===== config.mk =====
export PLATFORM = sky130hd
export DESIGN_NAME = rsg_reset_guard
export DESIGN_NICKNAME = d
export VERILOG_FILES = /design/src/hdl/rsg_pkg.sv /design/src/hdl/rsg_release_counter.sv /design/src/hdl/rsg_reset_guard.sv
export SDC_FILE = /design/constraint.sdc
export NUM_CORES = 1
export LEC_CHECK = 0
export ABC_CLOCK_PERIOD_IN_PS = 2200
export BUFFER_PORTS_ARGS = -buffer_cell sky130_fd_sc_hd__buf_2
export CELL_PAD_IN_SITES_DETAIL_PLACEMENT = 0
export CELL_PAD_IN_SITES_GLOBAL_PLACEMENT = 1
export CORE_ASPECT_RATIO = 1.75
export CORE_UTILIZATION = 40
export DETAILED_ROUTE_END_ITERATION = 8
export PLACE_DENSITY = 0.89
export SYNTH_ARGS = -nofsm -noshare
export SYNTH_HDL_FRONTEND = slang
export SYNTH_SLANG_ARGS = --single-unit

===== constraint.sdc =====
create_clock -name clk -period 2.2 [get_ports clk]
set_input_delay 0 -clock clk [delete_from_list [all_inputs] [get_ports clk]]
set_output_delay 0 -clock clk [all_outputs]
set_load 0.1 [all_outputs]

===== src/hdl/rsg_pkg.sv =====
package rsg_pkg;

  // Register byte addresses
  localparam logic [15:0] ADDR_PROCESSOR_MODE_0 = 16'h0004;
  localparam logic [15:0] ADDR_WRITE_GUARD_CONTROL = 16'h000a;
  localparam logic [15:0] ADDR_RESET_CAUSE_FLAGS = 16'h0018;
  localparam logic [15:0] ADDR_OPTION_SELECT_BYTE = 16'h0020;
  localparam logic [15:0] ADDR_IRQ_STATUS = 16'h0024;
  localparam logic [15:0] ADDR_IRQ_ENABLE = 16'h0028;
  localparam logic [15:0] ADDR_IRQ_CLEAR = 16'h002c;

  // Write guard control fields
  localparam int GUARD_ZERO_BIT = 0;
  localparam int GUARD_MODE_REGS_BIT = 1;
  localparam int GUARD_ONE_SHOT_BIT = 2;
  localparam int GUARD_THREE_BIT = 3;
  localparam int GUARD_SIX_BIT = 6;
  localparam logic [7:0] GUARD_STICKY_MASK = 8'h4b;

  // Processor mode 0 fields
  localparam int SOFTWARE_RESET_BIT = 3;
  localparam logic [7:0] PROCESSOR_MODE_0_RESET = 8'h00;
  localparam logic [7:0] PROCESSOR_MODE_0_STORE_MASK = 8'hf7;

  // Reset cause flag fields
  localparam int PIN_RESET_FLAG_BIT = 1;
  localparam int SOFT_RESET_FLAG_BIT = 2;
  localparam int WATCHDOG_RESET_FLAG_BIT = 3;
  localparam int MONITOR_TWO_RESET_FLAG_BIT = 5;
  localparam int OSC_STOP_RESET_FLAG_BIT = 6;

  // Option select byte
  localparam logic [7:0] OPTION_SELECT_BYTE_ERASED = 8'hff;
  localparam int MONITOR_ZERO_START_OPTION_BIT = 6;

  // Interrupt status fields
  localparam int IRQ_BLOCKED_WRITE_BIT = 0;
  localparam int IRQ_RESET_DONE_BIT = 1;
  localparam int IRQ_OSC_STOP_BIT = 2;
  localparam int IRQ_WIDTH = 3;

  // Release delay in slow internal oscillator cycles
  localparam int RELEASE_SLOW_CYCLES = 128;
  localparam int RELEASE_COUNT_WIDTH = 8;

  // Asynchronous inputs through the synchroniser
  localparam int SYNC_WIDTH = 5;

  typedef enum logic [2:0] {
    CAUSE_POWER,
    CAUSE_PIN,
    CAUSE_MON2,
    CAUSE_OSC,
    CAUSE_WDT,
    CAUSE_SOFT,
    CAUSE_NONE
  } rsg_cause_t;

  typedef struct packed {
    logic general;
    logic detector_cfg;
    logic level_select;
    logic clock_ctl;
  } rsg_group_reset_t;

  typedef struct packed {
    logic [15:0] addr;
    logic [7:0] wdata;
    logic wr;
    logic rd;
  } rsg_bus_req_t;

endpackage


===== src/hdl/rsg_release_counter.sv =====
`timescale 1ns/100ps
module rsg_release_counter
  import rsg_pkg::*;
(
  input wire logic clk,
  input wire logic rst,
  input wire logic clear,
  input wire logic tick,
  output logic done
);

  logic [RELEASE_COUNT_WIDTH-1:0] count_reg;

  always_ff @(posedge clk) begin
    if (rst || clear) begin
      count_reg <= '0;
    end else if (tick && !done) begin
      count_reg <= count_reg + 1'b1;
    end
  end

  assign done = (count_reg == RELEASE_COUNT_WIDTH'(RELEASE_SLOW_CYCLES));

endmodule


===== src/hdl/rsg_reset_guard.sv =====
// Decided for this implementation: the strobed register port.
`timescale 1ns/100ps
module rsg_reset_guard
  import rsg_pkg::*;
#(
  parameter logic [7:0] OPTION_SELECT_BYTE = OPTION_SELECT_BYTE_ERASED
)
(
  input wire logic clk,
  input wire logic rst,
  input wire rsg_bus_req_t bus_req,
  output logic [7:0] bus_rdata,
  input wire logic reset_pin_n,
  input wire logic supply_below_first_level,
  input wire logic monitor_two_trip,
  input wire logic osc_stopped,
  input wire logic slow_internal_osc_clock,
  input wire logic watchdog_underflow,
  input wire logic reset_on_osc_stop_select,
  input wire logic monitor_zero_sw_enable,
  input wire logic other_sfr_write,
  output logic internal_reset,
  output rsg_group_reset_t group_reset,
  output logic guard_enable_zero,
  output logic guard_enable_mode_regs,
  output logic guard_enable_one_shot,
  output logic guard_enable_three,
  output logic guard_enable_six,
  output logic [7:0] processor_mode_0_out,
  output logic irq
);

  typedef enum logic [1:0] {ST_RUN, ST_HOLD, ST_COUNT} rsg_state_t;

  function automatic rsg_cause_t pick_cause(input logic pw, input logic pin, input logic m2,
                                            input logic osc, input logic wdt, input logic sw);
    rsg_cause_t c;
    c = CAUSE_NONE;
    if (pw) begin
      c = CAUSE_POWER;
    end else if (pin) begin
      c = CAUSE_PIN;
    end else if (m2) begin
      c = CAUSE_MON2;
    end else if (osc) begin
      c = CAUSE_OSC;
    end else if (wdt) begin
      c = CAUSE_WDT;
    end else if (sw) begin
      c = CAUSE_SOFT;
    end
    return c;
  endfunction

  //////////////////////////////////////////////////////////////////////////////
  // Synchronisers for the pin, the analog detector outputs and the slow oscillator clock

  logic [SYNC_WIDTH-1:0] async_in, sync_a_reg, sync_b_reg;
  logic slow_osc_prev_reg;

  assign async_in = {slow_internal_osc_clock, osc_stopped, monitor_two_trip,
                     supply_below_first_level, reset_pin_n};

  genvar gi;
  generate
    for (gi = 0; gi < SYNC_WIDTH; gi++) begin : g_sync
      always_ff @(posedge clk) begin
        if (rst) begin
          sync_a_reg[gi] <= 1'b0;
          sync_b_reg[gi] <= 1'b0;
        end else begin
          sync_a_reg[gi] <= async_in[gi];
          sync_b_reg[gi] <= sync_a_reg[gi];
        end
      end
    end
  endgenerate

  always_ff @(posedge clk) begin
    if (rst) begin
      slow_osc_prev_reg <= 1'b0;
    end else begin
      slow_osc_prev_reg <= sync_b_reg[4];
    end
  end

  logic pin_src, power_src, mon2_src, osc_stop_s, slow_tick;

  // Pin reads low until the synchroniser has filled, which looks like a pin reset
  assign pin_src = !sync_b_reg[0];
  assign power_src = sync_b_reg[1];
  assign mon2_src = sync_b_reg[2];
  assign osc_stop_s = sync_b_reg[3];
  assign slow_tick = sync_b_reg[4] && !slow_osc_prev_reg;

  //////////////////////////////////////////////////////////////////////////////
  // Reset source merging and sequencing

  rsg_state_t state_reg;
  rsg_cause_t cause_reg, new_cause;
  logic osc_latch_reg, wdt_pend_reg, soft_pend_reg, soft_req;
  logic level_active, count_done, release_now;

  // Stop detection only resets when the select bit is low
  // Latch oscillator stop
  always_ff @(posedge clk) begin
    if (rst || power_src || pin_src) begin
      osc_latch_reg <= 1'b0;
    end else if (osc_stop_s && !reset_on_osc_stop_select) begin
      osc_latch_reg <= 1'b1;
    end
  end

  // Event sources are held until the sequencer has taken them
  always_ff @(posedge clk) begin
    if (rst || state_reg != ST_RUN) begin
      wdt_pend_reg <= 1'b0;
      soft_pend_reg <= 1'b0;
    end else begin
      wdt_pend_reg <= wdt_pend_reg | watchdog_underflow;
      soft_pend_reg <= soft_pend_reg | soft_req;
    end
  end

  assign level_active = power_src || pin_src || mon2_src || osc_latch_reg;
  assign new_cause = pick_cause(power_src, pin_src, mon2_src, osc_latch_reg,
                                wdt_pend_reg, soft_pend_reg);
  assign release_now = (state_reg == ST_COUNT) && count_done && !level_active;

  always_ff @(posedge clk) begin
    if (rst) begin
      state_reg <= ST_HOLD;
      cause_reg <= CAUSE_POWER;
    end else begin
      case (state_reg)
        ST_RUN: begin
          if (new_cause != CAUSE_NONE) begin
            state_reg <= ST_HOLD;
            cause_reg <= new_cause;
          end
        end
        ST_HOLD: begin
          if (!level_active) begin
            state_reg <= ST_COUNT;
          end
          if (new_cause < cause_reg) begin
            cause_reg <= new_cause;
          end
        end
        ST_COUNT: begin
          if (level_active) begin
            state_reg <= ST_HOLD;
            if (new_cause < cause_reg) begin
              cause_reg <= new_cause;
            end
          end else if (count_done) begin
            state_reg <= ST_RUN;
          end
        end
        default: begin
          state_reg <= ST_HOLD;
        end
      endcase
    end
  end

  rsg_release_counter u_release (
    .clk(clk),
    .rst(rst),
    .clear(state_reg != ST_COUNT),
    .tick(slow_tick),
    .done(count_done)
  );

  assign internal_reset = (state_reg != ST_RUN);

  // Detector groups kept on lesser resets
  // Clock bits kept on osc stop only
  always_comb begin
    group_reset.general = internal_reset;
    group_reset.detector_cfg = internal_reset &&
                               (cause_reg == CAUSE_POWER || cause_reg == CAUSE_PIN);
    group_reset.level_select = internal_reset &&
                               (cause_reg == CAUSE_POWER || cause_reg == CAUSE_PIN ||
                                cause_reg == CAUSE_MON2);
    group_reset.clock_ctl = internal_reset && (cause_reg != CAUSE_OSC);
  end

  //////////////////////////////////////////////////////////////////////////////
  // Bus decode

  logic wr_any, wr_guard, wr_mode, wr_flags;
  logic wr_enable, wr_clear, mode_blocked;

  // Bus writes are ignored while the processor is held in reset
  assign wr_any = bus_req.wr && !internal_reset;
  assign wr_guard = wr_any && bus_req.addr == ADDR_WRITE_GUARD_CONTROL;
  assign wr_mode = wr_any && bus_req.addr == ADDR_PROCESSOR_MODE_0;
  assign wr_flags = wr_any && bus_req.addr == ADDR_RESET_CAUSE_FLAGS;
  assign wr_enable = wr_any && bus_req.addr == ADDR_IRQ_ENABLE;
  assign wr_clear = wr_any && bus_req.addr == ADDR_IRQ_CLEAR;

  //////////////////////////////////////////////////////////////////////////////
  // Write guard control

  logic [7:0] guard_reg;

  always_ff @(posedge clk) begin
    if (rst || internal_reset) begin
      guard_reg <= 8'h00;
    end else begin
      if (wr_guard) begin
        guard_reg <= bus_req.wdata & GUARD_STICKY_MASK;
        guard_reg[GUARD_ONE_SHOT_BIT] <= bus_req.wdata[GUARD_ONE_SHOT_BIT];
      end else if (wr_any || other_sfr_write) begin
        guard_reg[GUARD_ONE_SHOT_BIT] <= 1'b0;
      end
    end
  end

  assign guard_enable_zero = guard_reg[GUARD_ZERO_BIT];
  assign guard_enable_mode_regs = guard_reg[GUARD_MODE_REGS_BIT];
  assign guard_enable_one_shot = guard_reg[GUARD_ONE_SHOT_BIT];
  assign guard_enable_three = guard_reg[GUARD_THREE_BIT];
  assign guard_enable_six = guard_reg[GUARD_SIX_BIT];

  //////////////////////////////////////////////////////////////////////////////
  // Processor mode 0

  logic [7:0] mode_reg;

  assign mode_blocked = wr_mode && !guard_reg[GUARD_MODE_REGS_BIT];
  assign soft_req = wr_mode && guard_reg[GUARD_MODE_REGS_BIT] &&
                    bus_req.wdata[SOFTWARE_RESET_BIT];

  always_ff @(posedge clk) begin
    if (rst || internal_reset) begin
      mode_reg <= PROCESSOR_MODE_0_RESET;
    end else if (wr_mode && guard_reg[GUARD_MODE_REGS_BIT]) begin
      mode_reg <= bus_req.wdata & PROCESSOR_MODE_0_STORE_MASK;
    end
  end

  assign processor_mode_0_out = mode_reg;

  //////////////////////////////////////////////////////////////////////////////
  // Reset cause flags, kept across internal resets

  logic pin_flag_reg, soft_flag_reg, wdt_flag_reg;
  logic mon2_flag_reg, osc_flag_reg, monitor_zero_enabled;

  assign monitor_zero_enabled = !OPTION_SELECT_BYTE[MONITOR_ZERO_START_OPTION_BIT] ||
                                monitor_zero_sw_enable;

  always_ff @(posedge clk) begin
    if (rst) begin
      pin_flag_reg <= 1'b0;
      soft_flag_reg <= 1'b0;
      wdt_flag_reg <= 1'b0;
      mon2_flag_reg <= 1'b0;
    end else if (release_now) begin
      pin_flag_reg <= (cause_reg == CAUSE_PIN) && !monitor_zero_enabled;
      soft_flag_reg <= (cause_reg == CAUSE_SOFT);
      wdt_flag_reg <= (cause_reg == CAUSE_WDT);
      mon2_flag_reg <= (cause_reg == CAUSE_MON2);
    end
  end

  // Hardware set from osc_latch_reg wins over a software clear in the same cycle
  // Pin reset keeps osc flag
  always_ff @(posedge clk) begin
    if (rst) begin
      osc_flag_reg <= 1'b0;
    end else if (release_now && cause_reg != CAUSE_PIN) begin
      osc_flag_reg <= (cause_reg == CAUSE_OSC);
    end else if (osc_latch_reg) begin
      osc_flag_reg <= 1'b1;
    end else if (wr_flags && !bus_req.wdata[OSC_STOP_RESET_FLAG_BIT]) begin
      osc_flag_reg <= 1'b0;
    end
  end

  //////////////////////////////////////////////////////////////////////////////
  // Interrupts

  logic [IRQ_WIDTH-1:0] irq_status_reg, irq_enable_reg, irq_event;

  assign irq_event = {osc_stop_s, release_now, mode_blocked};

  always_ff @(posedge clk) begin
    if (rst) begin
      irq_status_reg <= '0;
    end else begin
      irq_status_reg <= (irq_status_reg & ~(wr_clear ? bus_req.wdata[IRQ_WIDTH-1:0] : '0))
                        | irq_event;
    end
  end

  always_ff @(posedge clk) begin
    if (rst) begin
      irq_enable_reg <= '0;
    end else if (wr_enable) begin
      irq_enable_reg <= bus_req.wdata[IRQ_WIDTH-1:0];
    end
  end

  assign irq = |(irq_status_reg & irq_enable_reg);

  //////////////////////////////////////////////////////////////////////////////
  // Read data, one cycle after the strobe

  logic [7:0] rdata_next;

  always_comb begin
    rdata_next = 8'h00;
    case (bus_req.addr)
      ADDR_PROCESSOR_MODE_0: rdata_next = mode_reg;
      ADDR_WRITE_GUARD_CONTROL: rdata_next = guard_reg;
      ADDR_RESET_CAUSE_FLAGS: begin
        rdata_next[PIN_RESET_FLAG_BIT] = pin_flag_reg;
        rdata_next[SOFT_RESET_FLAG_BIT] = soft_flag_reg;
        rdata_next[WATCHDOG_RESET_FLAG_BIT] = wdt_flag_reg;
        rdata_next[MONITOR_TWO_RESET_FLAG_BIT] = mon2_flag_reg;
        rdata_next[OSC_STOP_RESET_FLAG_BIT] = osc_flag_reg;
      end
      ADDR_OPTION_SELECT_BYTE: rdata_next = OPTION_SELECT_BYTE;
      ADDR_IRQ_STATUS: rdata_next[IRQ_WIDTH-1:0] = irq_status_reg;
      ADDR_IRQ_ENABLE: rdata_next[IRQ_WIDTH-1:0] = irq_enable_reg;
      default: rdata_next = 8'h00;
    endcase
  end

  always_ff @(posedge clk) begin
    if (rst || !bus_req.rd) begin
      bus_rdata <= 8'h00;
    end else begin
      bus_rdata <= rdata_next;
    end
  end

endmodule


After elaboration in Yosys (flattened, before gate mapping)
Index checks and enable logic that the tools add are counted.
Widths: inputs -> output; s select.

word-level totals
  register bits = 58
  bits of input ports = 37

cells by class
  bitwise gates (word level) = 6
  eq/ne operators = 23
  mux-type cells = 27
  order comparisons = 1
  reductions and logical operators = 50
  $add $sub $neg = 1

operators by type and width
  kind                 count
  $eq 16x6->1 const B  4
  $mux 3               8
  $logic_and 1x1->1    20
  $eq 16x3->1 const B  1
  $eq 16x4->1 const B  1
  $eq 16x5->1 const B  1
  $mux 2               6
  $pmux 2 s6           1
  $logic_or 1x1->1     11
  $logic_not 1->1      10
  $pmux 3 s3           1
  $add 8x1->8 const B  1
  $eq 8x8->1 const B   1
  $ne 2x2->1 const B   4
  $pmux 2 s4           1
  $and 3x3->3          2
  $eq 3x2->1 const B   2
  $eq 3x3->1 const B   2
  $ne 3x3->1 const B   2
  $pmux 2 s3           1
  $reduce_and 3->1     2
  $reduce_bool 3->1    2
  $mux 1               5
  $pmux 1 s5           1
  other kinds (15)     18

Depth between registers and ports, before layout
Gate-level depths: netlist of the first run.

  word-level depth = 10
  depth in mapped cells = 8
  depth with buffers taken out = 7

Cells and area by module
From an unflattened synthesis of the first run, not the netlist that was laid out.

second synthesis, totals
  cells, all modules = 321
  area, all modules = 2,782.7 µm²

modules (own cells, without submodules)
  module               instances  cells each  area an instance (µm²)
  rsg_reset_guard      1          272         2,371.0
  rsg_release_counter  1          49          411.6

Least setup slack after synthesis of the first run
Ideal clock, no wire load.

  path type = register to output
  start = reg state_reg[0]
  end = out group_reset[2] (netlist bit)
  arrival = 2,847 ps
  path buffers = 1
  stages on the path, launching flop included = 5
  setup slack = -647 ps
  cell sequence = dfxtp_1 -> inv_1 -> ha_1 -> clkbuf_1 -> nor3_1

RTL lines
  element                 line                    source
  start, declared         rsg_reset_guard.sv:99   rsg_state_t state_reg;
  start signal, assigned  rsg_reset_guard.sv:132  state_reg <= ST_HOLD;
  start signal, assigned  rsg_reset_guard.sv:138  state_reg <= ST_HOLD;
  start signal, assigned  rsg_reset_guard.sv:144  state_reg <= ST_COUNT;
  end, declared           rsg_reset_guard.sv:23   output rsg_group_reset_t group_reset,

Worst setup path in the final report of the first run
  start = reg state_reg[0]
  end = reg state_reg[0]

on the way
  cells in the longest elaborated chain, start to end = 3
  elaborated cells between the ends (all ways) = 8
  those cells by class = 5 x eq/ne; 1 x mux; 2 x reduce/logical

RTL lines
  element                                                           line                    source
  $eq 2x2->1 (tied with other cells)                                rsg_reset_guard.sv:135  case (state_reg)
  $ne 3x3->1 (no source line) / $ne 2x2->1 (equally long branches)  --
  $reduce_and 3->1 (no source line)                                 --

Several ways; a longest one is shown, not always the timed one.
A chain may end at the register's enable or synchronous reset.

==> impl_metrics.py, run 1 <==
metrics = {
    "outcome": {
        "status": "finished clean",
    },
    "global_route": {
        "grt_pass1_vias": 2311,
        "grt_max_degree": 33,
        "grt_pass1_wl_mm": 10.7,
        "grt.total_usage_pct": 20.0,
        "grt_antenna_before_repair": 0,
        "overflow": 0,
    },
    "floorplan": {
        "die_h_um": 112,
        "start_util_pct": 41.8,
        "io_pins": 64,
        "core-area_sq_um": 6590,
        "num_rows": 39,
        "dieWidth_um": 64.8,
        "die-area_sq_um": 7240,
    },
    "yosys": {
        "synth-seq-cells": 58,
        "post_synth_and_or_nand_nor_area_fraction_pct": 29.9,
        "yosysWarnings": 0,
        "synth_top_family_by_area": "simple AND/OR/NAND/NOR gates",
        "netlist_top_cells_area": "dfxtp_1 (42%), mux2i_1 (6.2%), nor2_1 (4.9%), a21oi_1 (4.7%), nor2b_1 (4.1%)",
        "yosysUniqueCellTypes": 55,
        "synth_top_area_share_pct": 42.1,
        "syn-num-nets": 342,
        "synthCells": 298,
        "yosysTopAreaCell": "dfxtp_1",
        "synth_most_common_cell": "dfxtp_1",
        "synthArstFlopShare_pct": 0,
        "synth_fa_ha_area_share_pct": 3.18,
        "synthMuxAreaShare_pct": 6.17,
        "synth_common_cells": "dfxtp_1 (58), nor2_1 (36), a21oi_1 (26)",
        "syn_avg_cell_area_sq_um": 9.25,
        "synth_xor_area_share_pct": 1.91,
        "synth-compound-area-share_pct": 12.4,
        "ys_seq_area_share_pct": 42.1,
        "synth_edf_count": 0,
        "syn-cell-area_sq_um": 2760,
        "synth_flop_cell": "dfxtp_1",
    },
    "drt": {
        "first_iter_violations": 118,
        "dr.pass1.iters": 5,
        "wl_per_cell_um": 14.5,
        "ant_nets": 0,
        "vias": 2477,
        "route.detailed.drc": 0,
        "viasPerCell": 5.29,
        "routed_wl_mm": 6.78,
    },
    "pwr": {
        "p_total_w": 0.00271,
        "power_density_nw_per_um2": 743,
        "p_leak_nw": 1.49,
        "vdd_ir_drop_max_mv": 0.484,
    },
    "cts": {
        "cts_tree": "yes",
        "cts_num_sinks": 58,
        "clock_latency_ns": 0.33,
        "cts_buffer_depth": 2,
        "cts_htree_levels": 3,
        "numCtsBuffers": 9,
        "clk_pin_slew_ns": 0.05,
        "cts_root_buf": "clkbuf_16",
    },
    "cells_and_area": {
        "stdcell_area_sq_um": 3650,
        "area_growth_pct": 32.5,
        "finalNonFillerCells": 468,
        "antenna_cells": 0,
        "drive_gt1_share_pct": 26.7,
        "final_net_count": 426,
    },
    "sta": {
        "fmax_mhz": 500,
        "relSlewSlack_pct": 62.1,
        "tightestPinTransition_ns": 0.566,
        "tns_ns": 0,
        "min_period_ns": 2.00,
        "clock_skew_ns": 0.00493,
        "rsz0062_at_grt": "false",
        "setup_violations": 0,
        "drv_slew": 0,
        "setup_ws_ns": 0.201,
        "hold_violations": 0,
        "period_share_pct": 90.9,
    },
    "min_path": {
        "hold_path.class": "primary input to flop",
    },
    "place": {
        "gp_congestion": 0.867,
        "pre_cts_slack_ns": 0.230,
        "dp_hpwl_mm": 5.04,
        "port_buffers": 62,
        "place_inst": 436,
        "dpl_cell_area_sq_um": 3180,
    },
    "worst_setup_path": {
        "critPathRequiredTime_ns": 2.41,
        "critical_path_class": "flop to flop",
        "worstPathArrival_ns": 2.20,
        "path_cells": "inv_1, ha_1, nor3b_1, o21bai_1, or4b_1, a221o_1",
        "path_buf_inv": 1,
        "cp-start-kind": "flop",
        "cpPeakStageDelay_ns": 0.53,
        "rrSetupSlack_ns": 0.20,
        "critical_path.max_fanout": 4,
        "end_kind": "flop",
        "slowest_stage": "or4b_1",
        "crit_family": "simple AND/OR/NAND/NOR gates",
    },
    "run": {
        "cap_viol_max_count": 0,
    },
}
[placed cells by master (no fill, tap or decap), drive strengths merged, types with 13 or more instances in the layout]
cell type,count
inv,15
dfxtp,58
mux2i,17
clkbuf,13
nor2,36
a21oi,26
dlygate4sd3,17
nand2,14
buf,69
nor2b,18
[cell type report]
type,count,area (sq um)
fillers,606,2930
multi-input cells,212,1500
flip-flops and latches,58,1160
repair buffers,86,533
clock buffers,13,270
well taps,82,103
inverters,15,56.3
clock inverters,2,35.0
[timing repair]
action                                 in CTS  in global routing
endpoints found under the hold margin      21                  0
setup endpoints to repair                   0                  1
gates resized for setup                     0                  1
hold buffers                               17                  0
setup buffers                               0                  0
[stage by stage]
stage / hold WS [ns] / utilization [%]
floorplan: 0.116 / -
global placement: 0.209 / 48.2
detailed placement: 0.215 / 48.2
CTS: 0.00983 / 55.4
global route: 0.0696 / 55.5
finish: 0.0148 / 55.5
[power by group]
group / total (W) / leakage [nW] / switching (W) / internal, W
Sequential: 0.00109 / 0.470 / 0.0000170 / 0.00107
Clock: 0.00140 / 0.152 / 0.000439 / 0.000958
Combinational: 0.000232 / 0.869 / 0.000143 / 0.0000893
[tightest hold or removal path, delay by kind of cell]
family | cells | cell delay [ns]
AO/OA/AOI/OAI | 1 | 0.13
buffers and inverters | 2 | 0.10
AND/OR/NAND/NOR | 1 | 0.05
[metal layers]
layer	GRT usage, %	vias up	routed length (um)
met5	0	-	0
met4	12.6	0	210
met3	5.02	13	383
met2	37.4	96	3710
met1	18.4	1143	2480
li1	-	1225	-
[worst paths after layout]
path         cells past startpoint       endpoint                     start
min                              4  osc_latch_reg  reset_on_osc_stop_select
min reg2reg                      1      power_src             sync_a_reg[1]
max                              6   state_reg[0]              state_reg[0]
max reg2reg                      6   state_reg[0]              state_reg[0]
[cell families (layout without fill, tap and decap cells)]
kind of cell	after synthesis	after routing
adders and majority gates	7	7
AOI/OAI and AO/OA	55	55
DFF	58	58
muxes	17	17
buffers and inverters	28	116
xor gates and xnor gates	6	6
and+or+nand+nor	126	126
other	1	1
Power figures use the tool's default switching activity.
==> run 2, diff against run 1 <==
--- a/config.mk
+++ b/config.mk
@@ -6,7 +6,7 @@
 export NUM_CORES = 1
 export LEC_CHECK = 0
 export ABC_CLOCK_PERIOD_IN_PS = 2200
-export BUFFER_PORTS_ARGS = -buffer_cell sky130_fd_sc_hd__buf_2
+export BUFFER_PORTS_ARGS = -buffer_cell sky130_fd_sc_hd__buf_4
 export CELL_PAD_IN_SITES_DETAIL_PLACEMENT = 0
 export CELL_PAD_IN_SITES_GLOBAL_PLACEMENT = 1
 export CORE_ASPECT_RATIO = 1.75
==> run 2 against run 1 <==
Against the previous run:
- fmax grew 2.2%
- worst hold slack lost 0.0044 ns
- highest routed layer unchanged
- clock-buffer cell count shrank 4
- sequential cell count is the same
- register-to-register slack gained 0.04 ns
==> impl_metrics.py, run 2 (synthesis gave the netlist of run 1 again) <==
metrics = {
    "outcome": {
        "status": "finished clean",
    },
    "cts": {
        "cts_root_buf": "clkbuf_16",
        "cts_buffer_depth": 2,
        "clk_pin_slew_ns": 0.05,
        "cts_num_sinks": 58,
        "cts_setup_buffers": 0,
        "cts.repair.resized": 0,
        "cts_htree_levels": 3,
        "numCtsBuffers": 9,
        "cts_tree": "yes",
        "clock_latency_ns": 0.33,
    },
    "global_route": {
        "grt_max_degree": 33,
        "grt_pass1_vias": 2467,
        "overflow": 0,
        "grt.total_usage_pct": 20.6,
        "grt_pass1_wl_mm": 11.2,
        "grt_antenna_before_repair": 0,
    },
    "drt": {
        "vias": 2457,
        "route.detailed.drc": 0,
        "ant_nets": 0,
        "dr.pass1.iters": 4,
        "viasPerCell": 5.25,
        "first_iter_violations": 113,
        "routed_wl_mm": 6.95,
        "wl_per_cell_um": 14.8,
    },
    "sta": {
        "clock_skew_ns": 0.00786,
        "tightestPinTransition_ns": 0.565,
        "period_share_pct": 88.9,
        "tns_ns": 0,
        "hold_violations": 0,
        "drv_slew": 0,
        "fmax_mhz": 511,
        "setup_violations": 0,
        "rsz0062_at_grt": "false",
        "fin_hold_ws_ns": 0.0104,
        "min_period_ns": 1.96,
        "relSlewSlack_pct": 62.3,
    },
    "floorplan": {
        "die-area_sq_um": 7240,
        "core-area_sq_um": 6590,
        "start_util_pct": 41.8,
        "dieWidth_um": 64.8,
        "die_h_um": 112,
        "num_rows": 39,
        "io_pins": 64,
    },
    "worst_setup_path": {
        "worstPathArrival_ns": 2.16,
        "slowest_stage": "or4b_1",
        "critical_path_class": "flop to flop",
        "cpPeakStageDelay_ns": 0.53,
        "startpoint": "u_release.count_reg[3]",
        "cp-start-kind": "flop",
        "critical_path.max_fanout": 6,
        "critPathRequiredTime_ns": 2.41,
        "r2r-start": "u_release.count_reg[3]",
        "path_cells": "or3_4, nor4_4, o21bai_1, or4b_1, a221o_1",
        "regToRegEndpoint": "state_reg[0]",
        "reg2reg_depth": 5,
        "end_kind": "flop",
        "rrSetupSlack_ns": 0.24,
        "critPathCapture": "state_reg[0]",
    },
    "place": {
        "dp_hpwl_mm": 5.08,
        "place_inst": 436,
        "gp_congestion": 0.851,
        "port_buffers": 62,
    },
    "cells_and_area": {
        "final_net_count": 425,
        "layout_common_cells": "buf_4 (69), dfxtp_1 (58), nor2_1 (36), a21oi_1 (26), nor2b_1 (18)",
        "fill_cells": 621,
        "antenna_cells": 0,
        "finalNonFillerCells": 468,
        "area_growth_pct": 37.4,
        "drive_gt1_share_pct": 26.9,
        "utilization_pct": 57.5,
        "layout_commonest_cell": "buf_4",
    },
    "pwr": {
        "power_density_nw_per_um2": 712,
        "vdd_ir_drop_max_mv": 0.564,
        "p_leak_nw": 1.51,
        "p_total_w": 0.00270,
    },
    "min_path": {
        "hold_path.class": "primary input to flop",
        "min_path_cells": 4,
    },
    "run": {
        "cap_viol_max_count": 0,
    },
}
## run 2: worst min path at each step
stage | startpoint | to | slack (ns)
2_1_floorplan | watchdog_underflow | wdt_pend_reg | 0.12
3_3_place_gp | watchdog_underflow | wdt_pend_reg | 0.21
3_5_place_dp | watchdog_underflow | wdt_pend_reg | 0.21
4_1_cts | reset_on_osc_stop_select | osc_latch_reg | 0.01
5_1_grt | reset_on_osc_stop_select | osc_latch_reg | 0.02
6_report | reset_on_osc_stop_select | osc_latch_reg | 0.01
## run 2: area by class of cell
cell class              instances  area [sq um]  share of cell area [%]
clock buffers                   9           225                    5.95
clock inverters                 7          70.1                    1.85
inverters                      15          56.3                    1.49
multi-input cells             212          1490                    39.4
flip-flops and latches         58          1160                    30.7
well taps                      82           103                    2.71
repair buffers                 85           678                    17.9
## run 2: layer usage
metal | global-route usage (%) | part of all wire, % | wire length, um | vias to the layer above
li1 | - | - | - | 1219
met1 | 18.9 | 36 | 2490 | 1124
met2 | 38.6 | 55 | 3820 | 90
met3 | 4.82 | 5.0 | 347 | 24
met4 | 13.3 | 4.2 | 292 | 0
met5 | 0 | 0 | 0 | -
## run 2: critical path, delay by kind of cell (launching register included)
kind            cells  cell delay [ns]
compound gates      2             0.41
flops               1             0.35
simple gates        3             1.07
## run 2: timing repair
item                                    4_1_cts  5_1_grt
hold endpoints to repair                     22        0
endpoints found under the setup margin        0        0
hold buffers                                 16        0
## run 2: per-stage QoR
step | setup slack, ns | area, sq um
floorplan | 0.0728 | 2770
global placement | 0.306 | 3330
detailed placement | 0.257 | 3330
CTS | 0.241 | 3790
global route | 0.138 | 3790
finish | 0.245 | 3790
## run 2: report_power, final
group / switching [W] / internal (W) / total (W) / leakage [nW]
combinational: 0.000145 / 0.000111 / 0.000256 / 0.898
clock: 0.000484 / 0.000872 / 0.00136 / 0.145
sequential: 0.0000161 / 0.00107 / 0.00108 / 0.470
total: 0.000645 / 0.00205 / 0.00270 / 1.51
